File: config.mk
export PLATFORM = sky130hd
export DESIGN_NAME = cpu_alu_sub_swap_xor_direction_load_op
export DESIGN_NICKNAME = d
export VERILOG_FILES = /design/src/alu_pkg.sv /design/src/file_regs.sv /design/src/cpu_alu_sub_swap_xor_direction_load_op.sv
export SDC_FILE = /design/constraint.sdc
export NUM_CORES = 1
export LEC_CHECK = 0
export BUFFER_PORTS_ARGS = -buffer_cell sky130_fd_sc_hd__buf_2
export CELL_PAD_IN_SITES_DETAIL_PLACEMENT = 0
export CELL_PAD_IN_SITES_GLOBAL_PLACEMENT = 2
export CORE_MARGIN = 4
export CORE_UTILIZATION = 40
export CTS_CLUSTER_SIZE = 24
export DETAILED_ROUTE_END_ITERATION = 10
export GPL_TIMING_DRIVEN = 0
export MAX_ROUTING_LAYER = met4
export PLACE_DENSITY = 0.63
export SLEW_MARGIN = 0
export SYNTH_ARGS = -nofsm -noshare
export SYNTH_HDL_FRONTEND = slang
export SYNTH_SLANG_ARGS = --single-unit
File: constraint.sdc
create_clock -name clk -period 3.3 [get_ports clk]
set_clock_uncertainty 0.2 [all_clocks]
set_input_delay 0 -clock clk [delete_from_list [all_inputs] [get_ports clk]]
set_output_delay 0 -clock clk [all_outputs]
set_load 0.02 [all_outputs]
File: src/alu_pkg.sv
// Shared constants and opcode enumeration for the execution slice
package alu_pkg;
   // Operation select presented by the decoder
   typedef enum logic [2:0] {
      op_none = 3'h0,
      subtract_with_borrow_op = 3'h1,
      nibble_exchange_op = 3'h2,
      direction_load_op = 3'h3,
      xor_immediate_op = 3'h4,
      xor_register_op = 3'h5
   } op_t;
   // Direction operand values
   localparam logic DEST_ACC = 1'h0;
   localparam logic DEST_FILE = 1'h1;
   // Direction-register selectors
   localparam logic [6:0] SEL_PORT_A = 7'h05;
   localparam logic [6:0] SEL_PORT_B = 7'h06;
   localparam logic [6:0] SEL_PORT_C = 7'h07;
   // Values after reset
   localparam logic [7:0] ACC_RESET = 8'h00;
   localparam logic [7:0] DIR_RESET = 8'hFF;
   localparam logic FLAG_RESET = 1'h0;
   // Field positions of the nibbles
   localparam int NIB_LO = 0;
   localparam int NIB_HI = 4;
   // File register count (addresses 0 to 127)
   localparam int FILE_DEPTH = 128;
endpackage

File: src/file_regs.sv
// Small file register memory with registered read data
`timescale 1ns/1ps
module file_regs (
   input wire logic clk,
   input wire logic [6:0] rd_addr,
   output logic [7:0] rd_data,
   input wire logic wr_en,
   input wire logic [6:0] wr_addr,
   input wire logic [7:0] wr_data
);
   // Storage; contents undefined after reset like real RAM
   logic [7:0] mem [alu_pkg::FILE_DEPTH];

   // Write port and registered read port
   always_ff @(posedge clk) begin
      if (wr_en) begin
         mem[wr_addr] <= wr_data;
      end
      rd_data <= mem[rd_addr];
   end
endmodule

File: src/cpu_alu_sub_swap_xor_direction_load_op.sv
// Execution datapath: borrow subtract, nibble swap, direction load, XOR
// Behaviour
// [RULE_01] Borrow subtract: file minus acc minus not-carry
// [RULE_02] Borrow subtract updates carry, nibble carry, zero
// [RULE_03] Borrow subtract result goes by direction bit
// [RULE_04] Nibble swap exchanges halves, flags untouched
// [RULE_05] Nibble swap result goes by direction bit
// [RULE_06] Direction load copies acc to selected port
// [RULE_07] Immediate XOR into acc, zero flag only
// [RULE_08] Register XOR steered by direction, zero only
// [RULE_09] Zero flag set when result is zero
`timescale 1ns/1ps
module cpu_alu_sub_swap_xor_direction_load_op (
   input wire logic clk,
   input wire logic nrst,
   input wire logic op_valid,
   input wire alu_pkg::op_t op,
   input wire logic [6:0] file_addr,
   input wire logic dest,
   input wire logic [7:0] literal,
   output logic busy,
   output logic [7:0] accumulator,
   output logic carry_flag,
   output logic nibble_carry_flag,
   output logic zero_flag,
   output logic [7:0] port_a_direction,
   output logic [7:0] port_b_direction,
   output logic [7:0] port_c_direction,
   output logic done
);
   // Two-stage execution: fetch operand, then execute
   typedef enum logic [0:0] {
      st_idle = 1'h0,
      st_exec = 1'h1
   } state_t;

   logic rst_meta; // Reset synchroniser first stage
   logic rst_n; // Synchronised reset used everywhere
   state_t state; // Sequencer state
   state_t next_state;
   alu_pkg::op_t op_q; // Latched operation
   alu_pkg::op_t next_op_q;
   logic [6:0] addr_q; // Latched file address
   logic [6:0] next_addr_q;
   logic dest_q; // Latched direction operand
   logic next_dest_q;
   logic [7:0] lit_q; // Latched literal
   logic [7:0] next_lit_q;
   logic [7:0] next_accumulator;
   logic next_carry_flag;
   logic next_nibble_carry_flag;
   logic next_zero_flag;
   logic [7:0] next_port_a_direction;
   logic [7:0] next_port_b_direction;
   logic [7:0] next_port_c_direction;
   logic next_done;
   logic [7:0] file_data; // File register operand
   logic file_wr; // File write strobe
   logic [7:0] result; // Operation result
   logic [8:0] diff; // Full difference; bit 8 clear means no borrow
   logic [4:0] low_diff; // Low nibble difference
   logic borrow_in; // Borrow is the inverted carry

   // Reset release through two flops; assertion stays asynchronous
   always_ff @(posedge clk or negedge nrst) begin
      if (!nrst) begin
         rst_meta <= 1'h0;
         rst_n <= 1'h0;
      end else begin
         rst_meta <= 1'h1;
         rst_n <= rst_meta;
      end
   end

   // File memory; read data arrive one cycle after the address
   file_regs u_file (
      .clk(clk),
      .rd_addr(file_addr),
      .rd_data(file_data),
      .wr_en(file_wr),
      .wr_addr(addr_q),
      .wr_data(result)
   );

   // Arithmetic; borrow subtract done as two's complement
   always_comb begin
      borrow_in = ~carry_flag; // RULE_01
      diff = {1'h0, file_data} - {1'h0, accumulator}
         - {8'h00, borrow_in}; // RULE_01
      low_diff = {1'h0, file_data[3:0]} - {1'h0, accumulator[3:0]}
         - {4'h0, borrow_in}; // RULE_02
   end

   // Result select per operation
   always_comb begin
      case (op_q)
         alu_pkg::subtract_with_borrow_op: result = diff[7:0]; // RULE_01
         alu_pkg::nibble_exchange_op: begin
            result = {file_data[alu_pkg::NIB_LO +: 4],
               file_data[alu_pkg::NIB_HI +: 4]}; // RULE_04
         end
         alu_pkg::xor_immediate_op: result = accumulator ^ lit_q; // RULE_07
         alu_pkg::xor_register_op: result = accumulator ^ file_data; // RULE_08
         default: result = accumulator;
      endcase
   end

   // Next-state computation for sequencer, accumulator and flags
   always_comb begin
      next_state = state;
      next_op_q = op_q;
      next_addr_q = addr_q;
      next_dest_q = dest_q;
      next_lit_q = lit_q;
      next_accumulator = accumulator;
      next_carry_flag = carry_flag;
      next_nibble_carry_flag = nibble_carry_flag;
      next_zero_flag = zero_flag;
      next_port_a_direction = port_a_direction;
      next_port_b_direction = port_b_direction;
      next_port_c_direction = port_c_direction;
      next_done = 1'h0;
      file_wr = 1'h0;
      case (state)
         st_idle: begin
            // Accept a request; file read starts this cycle
            if (op_valid) begin
               next_op_q = op;
               next_addr_q = file_addr;
               next_dest_q = dest;
               next_lit_q = literal;
               next_state = st_exec;
            end
         end
         st_exec: begin
            next_state = st_idle;
            next_done = 1'h1;
            case (op_q)
               alu_pkg::subtract_with_borrow_op,
               alu_pkg::nibble_exchange_op,
               alu_pkg::xor_register_op: begin
                  // Destination chosen by direction operand
                  if (dest_q == alu_pkg::DEST_FILE) begin
                     file_wr = 1'h1; // RULE_03 RULE_05 RULE_08
                  end else begin
                     next_accumulator = result; // RULE_03 RULE_05 RULE_08
                  end
               end
               alu_pkg::xor_immediate_op: begin
                  next_accumulator = result; // RULE_07
               end
               alu_pkg::direction_load_op: begin
                  // Unlisted selectors load nothing
                  if (addr_q == alu_pkg::SEL_PORT_A) begin
                     next_port_a_direction = accumulator; // RULE_06
                  end
                  if (addr_q == alu_pkg::SEL_PORT_B) begin
                     next_port_b_direction = accumulator; // RULE_06
                  end
                  if (addr_q == alu_pkg::SEL_PORT_C) begin
                     next_port_c_direction = accumulator; // RULE_06
                  end
               end
               default: begin
               end
            endcase
            // Flags: carry means no borrow occurred
            if (op_q == alu_pkg::subtract_with_borrow_op) begin
               next_carry_flag = ~diff[8]; // RULE_02
               next_nibble_carry_flag = ~low_diff[4]; // RULE_02
            end
            if (op_q == alu_pkg::subtract_with_borrow_op ||
                op_q == alu_pkg::xor_immediate_op ||
                op_q == alu_pkg::xor_register_op) begin
               next_zero_flag = (result == 8'h00); // RULE_09
            end
         end
         default: next_state = st_idle;
      endcase
   end

   // Register all state
   always_ff @(posedge clk or negedge rst_n) begin
      if (!rst_n) begin
         state <= st_idle;
         op_q <= alu_pkg::op_none;
         addr_q <= 7'h00;
         dest_q <= alu_pkg::DEST_ACC;
         lit_q <= 8'h00;
         accumulator <= alu_pkg::ACC_RESET;
         carry_flag <= alu_pkg::FLAG_RESET;
         nibble_carry_flag <= alu_pkg::FLAG_RESET;
         zero_flag <= alu_pkg::FLAG_RESET;
         port_a_direction <= alu_pkg::DIR_RESET;
         port_b_direction <= alu_pkg::DIR_RESET;
         port_c_direction <= alu_pkg::DIR_RESET;
         done <= 1'h0;
      end else begin
         state <= next_state;
         op_q <= next_op_q;
         addr_q <= next_addr_q;
         dest_q <= next_dest_q;
         lit_q <= next_lit_q;
         accumulator <= next_accumulator;
         carry_flag <= next_carry_flag;
         nibble_carry_flag <= next_nibble_carry_flag;
         zero_flag <= next_zero_flag;
         port_a_direction <= next_port_a_direction;
         port_b_direction <= next_port_b_direction;
         port_c_direction <= next_port_c_direction;
         done <= next_done;
      end
   end

   // Busy while executing; a new request waits for idle
   assign busy = (state == st_exec);
endmodule

==> metrics, run 1 <==
Setup Total Neg Slack -3.43 ns; Critical path origin op_q[0]$_DFFE_PN0P_; Seq/Total Area, Yosys 75.2%; synth warn 0; global-route wire length before repair 170000 um; layout cells sized above 1 33.8%; Max-Cap Viols 0; DRT Pass-1 Iters 5; largest net degree at the start of global routing 84; Yosys cell types 61; antenna violations before repair 7; worst rel slew slack 28.6%; worst-skew pair later-pin latency 0.69 ns; min cycle time layout 3.37 ns; number of CTS-inserted buffers 112; Peak VDD IR 663 uV; Levels on crit path 7; mean post-synth cell area 20.7 sq um; number of global-route vias before repair 22600; Sink Count 1090; Vias 22000; critical path's slowest cell nor2_2; most numerous cell in the Yosys netlist edfxtp_1; Async S/R FF share, synth 5.32%; crit-path max cell delay 0.49 ns; Max Clk Rate 296 MHz; Die X 336 um; DP HPWL 77300 um; r2r worst-path depth 7; failing checks setup timing; Via density 5.68; CP top delay family simple AND/OR/NAND/NOR gates; number of enable flip-flop cells after synthesis 1024; Hold Vio Cnt, Final 0; Worst Path Buf+Inv 1; RSZ-0062 raised after global routing true; Post-synth top cells 1024 x edfxtp_1, 272 x mux4_2, 145 x nor2_1, 58 x mux2i_1; crit-path max FO 10; FF-to-FF End u_file.mem[36][6]$_DFFE_PP_; gr ovfl total 0; detailed router's first-iteration violation count 2113; site row count 120; synthesized cell area 0.0430 sq mm; outcome complete, but fails checks; Tot GR Track Use 22.0%; area delta synth->final 18.1%; total power 39200 uW; nature of the critical path startpoint flip-flop; DRC Markers 0; largest area contributor in the netlist edfxtp_1; final hold slack 0.0230 ns; CORE AREA 0.107 sq mm; dominant cells by area after synthesis edfxtp_1 71%, mux4_2 14%, dfrtp_1 2.0%, dfstp_2 1.5%, mux2_2 1.4%; DRT Wirelength 122000 um; Yosys top cell area share 71.4%; Final period util 102%; Crit. End Element flip-flop; Post-Syn Nets 2114; P_leak 0.0163 uW; main flop type after synthesis edfxtp_1; Syn Inst Count 2076; worst hold path class reg -> async; Crit Path Category reg -> reg; Reg2Reg Launch Point op_q[0]$_DFFE_PN0P_; Worst Tran Pin Value 1.07 ns; Final nets 2408; Power Dens Cells 771 mW/mm^2; Clock transition at path regs 0.06 ns; H-tree depth 3; final worst-path setup slack -0.0733 ns; Final Max Tran Viols 0; Buffers on Ports 56; CP arrival 3.50 ns; Reg2Reg Setup Slack -0.07 ns; critical-path cell list or3b_1, nand2_1, nand2_1, nor2_1, nand2_2, clkbuf_4, nor2_2; required time worst endpoint 3.43 ns; CTS Root Cell clkbuf_16; Most common cell on crit path nand2_1; gpl congestion 0.861; Yosys reg bits 1090; Die Area 0.113 sq mm; per-cell routed wire length 31.5 um; Final ANT Viol Nets 0; TritonCTS clock tree yes; io pins 59; Initial Util 40.3%; Finish-stage setup viols 158; Die H 336 um; clk buf depth 3
metrics by stage:
stage / setup slack (ns) / area, sq um / instances / util (%)
2_1_floorplan: -0.982 / 43200 / 2076 / -
3_3_place_gp: -3.25 / 45200 / 3535 / 42.3
3_5_place_dp: -0.923 / 45600 / 3550 / 42.7
4_1_cts: -0.0438 / 50600 / 3850 / 47.3
5_1_grt: -0.166 / 50900 / 3866 / 47.6
6_report: -0.0733 / 50900 / 3866 / 47.6
final cells by class:
cell class	instances	area (sq um)
Fill cell	8904	56000
Sequential cell	1090	32400
Multi-Input combinational cell	865	10800
Clock buffer	140	2950
Tap cell	1403	1760
Timing Repair Buffer	169	1530
Clock inverter	65	678
Buffer	107	618
Inverter	25	93.8
Antenna cell	2	5.00
worst max path at each step:
stage	to	slack [ns]
after floorplan	u_file.mem[0][6]$_DFFE_PP_	-0.98
after global placement	u_file.mem[86][6]$_DFFE_PP_	-3.25
after detailed placement	u_file.mem[62][3]$_DFFE_PP_	-0.92
after CTS	u_file.mem[87][5]$_DFFE_PP_	-0.04
after global routing	u_file.mem[44][1]$_DFFE_PP_	-0.17
final	u_file.mem[36][6]$_DFFE_PP_	-0.07
cell usage in the layout, fill, tap and decap left out, types with 12 or more instances in the layout:
| cell | n |
|---|---|
| a211oi_1 | 12 |
| a21oi_1 | 49 |
| buf_2 | 89 |
| buf_4 | 82 |
| bufinv_16 | 13 |
| clkbuf_1 | 56 |
| clkbuf_16 | 114 |
| clkinv_1 | 28 |
| clkinv_2 | 14 |
| dfrtp_1 | 26 |
| dfstp_2 | 24 |
| dlygate4sd3_1 | 34 |
| edfxtp_1 | 1024 |
| inv_1 | 22 |
| mux2_2 | 52 |
| mux2i_1 | 57 |
| mux4_2 | 272 |
| nand2_1 | 40 |
| nand3_1 | 16 |
| nor2_1 | 91 |
| nor2_4 | 46 |
| nor2b_1 | 28 |
| o21ai_1 | 16 |
| o221ai_1 | 23 |
per-layer routing:
layer	GRT usage [%]	share of wire, %
met5	-	0
met1	29.9	43
met3	3.96	6.1
met2	35.1	48
met4	4.81	2.5
state kept, by name (all words and copies together), names as in the netlist:
| name | flops |
|---|---|
| port_a_direction | 8 |
| nibble_carry_flag | 1 |
| rst_n | 1 |
| op_q | 3 |
| dest_q | 1 |
| lit_q | 8 |
| port_b_direction | 8 |
| rst_meta | 1 |
| carry_flag | 1 |
| u_file.rd_data | 8 |
| u_file.mem | 1024 |
| zero_flag | 1 |
| busy | 1 |
| accumulator | 8 |
| done | 1 |
| port_c_direction | 8 |
| addr_q | 7 |
power breakdown:
part	switching, uW	internal (uW)	leakage [uW]
clock	5240	7320	0.00176
sequential	251	18000	0.00993
combinational	5920	2460	0.00464
total	11400	27800	0.0163
what timing repair did:
item                                    4_1_cts  5_1_grt
endpoints found under the setup margin     1445      972
endpoints found under the hold margin        26        0
cloned                                        7        5
setup buffers                                54        9
hold buffers                                 34        0
pin swaps                                    37        1
gates resized for setup                     129       31
kinds of logic (layout without fill, tap and decap cells):
| group | Yosys count | in the layout | synth area share [%] |
|---|---|---|---|
| AO/OA/AOI/OAI | 160 | 167 | 2.47 |
| buffers and inverters | 132 | 506 | 1.56 |
| adder cells (fa/ha/maj) | 16 | 16 | 0.500 |
| XOR/XNOR | 13 | 13 | 0.264 |
| AND/OR/NAND/NOR | 282 | 286 | 3.01 |
| other | 1 | 3 | 0.00871 |
| flip-flops | 1090 | 1090 | 75.2 |
| multiplexers | 382 | 382 | 16.9 |
Power figures use the tool's default switching activity.
==> run 2, diff against run 1 <==
Settings changed: HOLD_SLACK_MARGIN from default to 0.08.
==> metrics, run 2 (same netlist as run 1, synthesis figures left out) <==
Crit Path Category reg -> reg; layout cells sized above 1 33.7%; RSZ-0062 raised after global routing true; Max Clk Rate 297 MHz; number of global-route vias before repair 22600; worst hold path class reg -> reg; Final nets 2416; DRT Wirelength 121000 um; hold depth 0; required time worst endpoint 3.49 ns; Largest register FFs 1024; hold path endpoint rst_n$_DFF_PN0_; Reg2Reg Setup Slack -0.07 ns; site row count 120; final worst-path setup slack -0.0682 ns; HP Start rst_meta$_DFF_PN0_; Die Area 0.113 sq mm; nature of the critical path startpoint flip-flop; clk buf depth 3; gr ovfl total 0; Initial Util 40.3%; Hold Vio Cnt, Final 0; Setup Total Neg Slack -2.98 ns; register with the most flip-flops u_file.mem; setup slack at placement -0.923 ns; filler cell count 8909; Worst Path Buf+Inv 2; Vias 21900; per-cell routed wire length 31.3 um; Clock transition at path regs 0.06 ns; CP arrival 3.56 ns; failing checks setup timing; Final period util 102%; DP HPWL 77300 um; outcome complete, but fails checks; H-tree depth 3; largest net degree at the start of global routing 84; io pins 59; Final Max Tran Viols 0; most common cell after layout, fill and taps aside edfxtp_1; CP top delay family simple AND/OR/NAND/NOR gates; detailed router's first-iteration violation count 2220; number of CTS-inserted buffers 112; TritonCTS clock tree yes; FF/Latch Area 0.0324 sq mm; P_leak 0.0164 uW; Power Dens Cells 769 mW/mm^2; Crit. End Element flip-flop; critical-path cell list or3b_1, nand2_1, nand2_1, nor2_1, nand2_2, clkbuf_4, nor2_1, buf_4; Max-Cap Viols 0; Finish-stage setup viols 142; Placed Instance Area 0.0456 sq mm; crit-path max cell delay 0.48 ns; area delta synth->final 18.3%; FF-to-FF End u_file.mem[61][4]$_DFFE_PP_; critical path's slowest cell or3b_1; min cycle time layout 3.37 ns; Final ANT Viol Nets 0; Tot GR Track Use 22.0%; Reg2Reg Launch Point op_q[0]$_DFFE_PN0P_; DRT Pass-1 Iters 5; crit-path max FO 10; Multi-input gate area 0.0108 sq mm; Via density 5.66; worst rel slew slack 29.8%; antenna violations before repair 5; worst-skew pair later-pin latency 0.70 ns; Die H 336 um; global-route wire length before repair 170000 um; commonest cells after routing, fill and taps aside 1024 x edfxtp_1, 272 x mux4_2, 113 x clkbuf_16; DRC Markers 0; Buffers on Ports 56; Sink Count 1090; Worst Tran Pin Value 1.05 ns; Peak VDD IR 671 uV; CTS Root Cell clkbuf_16; gpl congestion 0.861; r2r worst-path depth 8; CORE AREA 0.107 sq mm; fin area 0.0509 sq mm; Die X 336 um; final core occ 47.6%
## run 2: cell types whose count changed in the layout (fill, tap and decap cells not counted), sizes merged
cell / before / now
clkbuf: 179 / 178
buf: 203 / 204
dlygate4sd3: 34 / 42
diode: 2 / 3
## run 2: worst max path at each step
stage	start	end	slack, ns	cells after the start
floorplan	accumulator[4]$_DFFE_PN0P_	u_file.mem[0][6]$_DFFE_PP_	-0.98	8
global placement	accumulator[2]$_DFFE_PN0P_	u_file.mem[86][6]$_DFFE_PP_	-3.25	7
detailed placement	op_q[0]$_DFFE_PN0P_	u_file.mem[62][3]$_DFFE_PP_	-0.92	7
CTS	accumulator[0]$_DFFE_PN0P_	u_file.mem[87][5]$_DFFE_PP_	-0.04	7
global route	op_q[0]$_DFFE_PN0P_	u_file.mem[44][1]$_DFFE_PP_	-0.17	7
finish	op_q[0]$_DFFE_PN0P_	u_file.mem[61][4]$_DFFE_PP_	-0.07	8
## run 2: power breakdown
group	leakage, uW	internal (uW)	total [uW]	switching (uW)
Sequential	0.00993	18000	18300	246
Clock	0.00176	7320	12600	5230
Combinational	0.00467	2490	8350	5870
Total	0.0164	27800	39200	11300
## run 2: final cells by class
cell class,count,share of cell area [%]
antenna,3,0.0147
buffer,107,1.22
clock buffer,140,5.79
clock inverter,65,1.33
inverter,25,0.184
multi-input combinational,865,21.2
sequential,1090,63.6
tap,1403,3.45
timing repair buffer,177,3.14
## run 2: worst reg2reg max path: cells and delay by family, from the launching register on
| family | cells | cell delay, ns |
|---|---|---|
| buffers and inverters | 2 | 0.69 |
| DFF | 1 | 0.46 |
| and+or+nand+nor | 6 | 1.72 |
## run 2: what timing repair did
action                     in CTS  in global routing
hold buffers                   42                  0
buffers inserted               54                 10
resized for setup             129                 32
gates cloned                    7                  4
hold endpoints to repair       43                  0
pin swaps                      37                  2
setup endpoints to repair    1445               1003
## run 2: per-layer routing
metal | vias to the layer above | wire, um | track usage [%]
met3 | 168 | 7700 | 3.86
met1 | 11900 | 51800 | 30.0
met5 | - | 0 | -
met4 | 0 | 3090 | 4.69
met2 | 706 | 58900 | 35.2
li1 | 9216 | - | -
## run 2: through the flow
| stage | hold slack [ns] | power, uW | std cells |
|---|---|---|---|
| final | 0.161 | 39200 | 3875 |
| after global routing | 0.169 | 40600 | 3874 |
| after CTS | 0.163 | 38800 | 3858 |
| after detailed placement | -0.411 | 25400 | 3550 |
| after global placement | -0.414 | 24400 | 3535 |
| after floorplan | -0.496 | 21900 | 2076 |
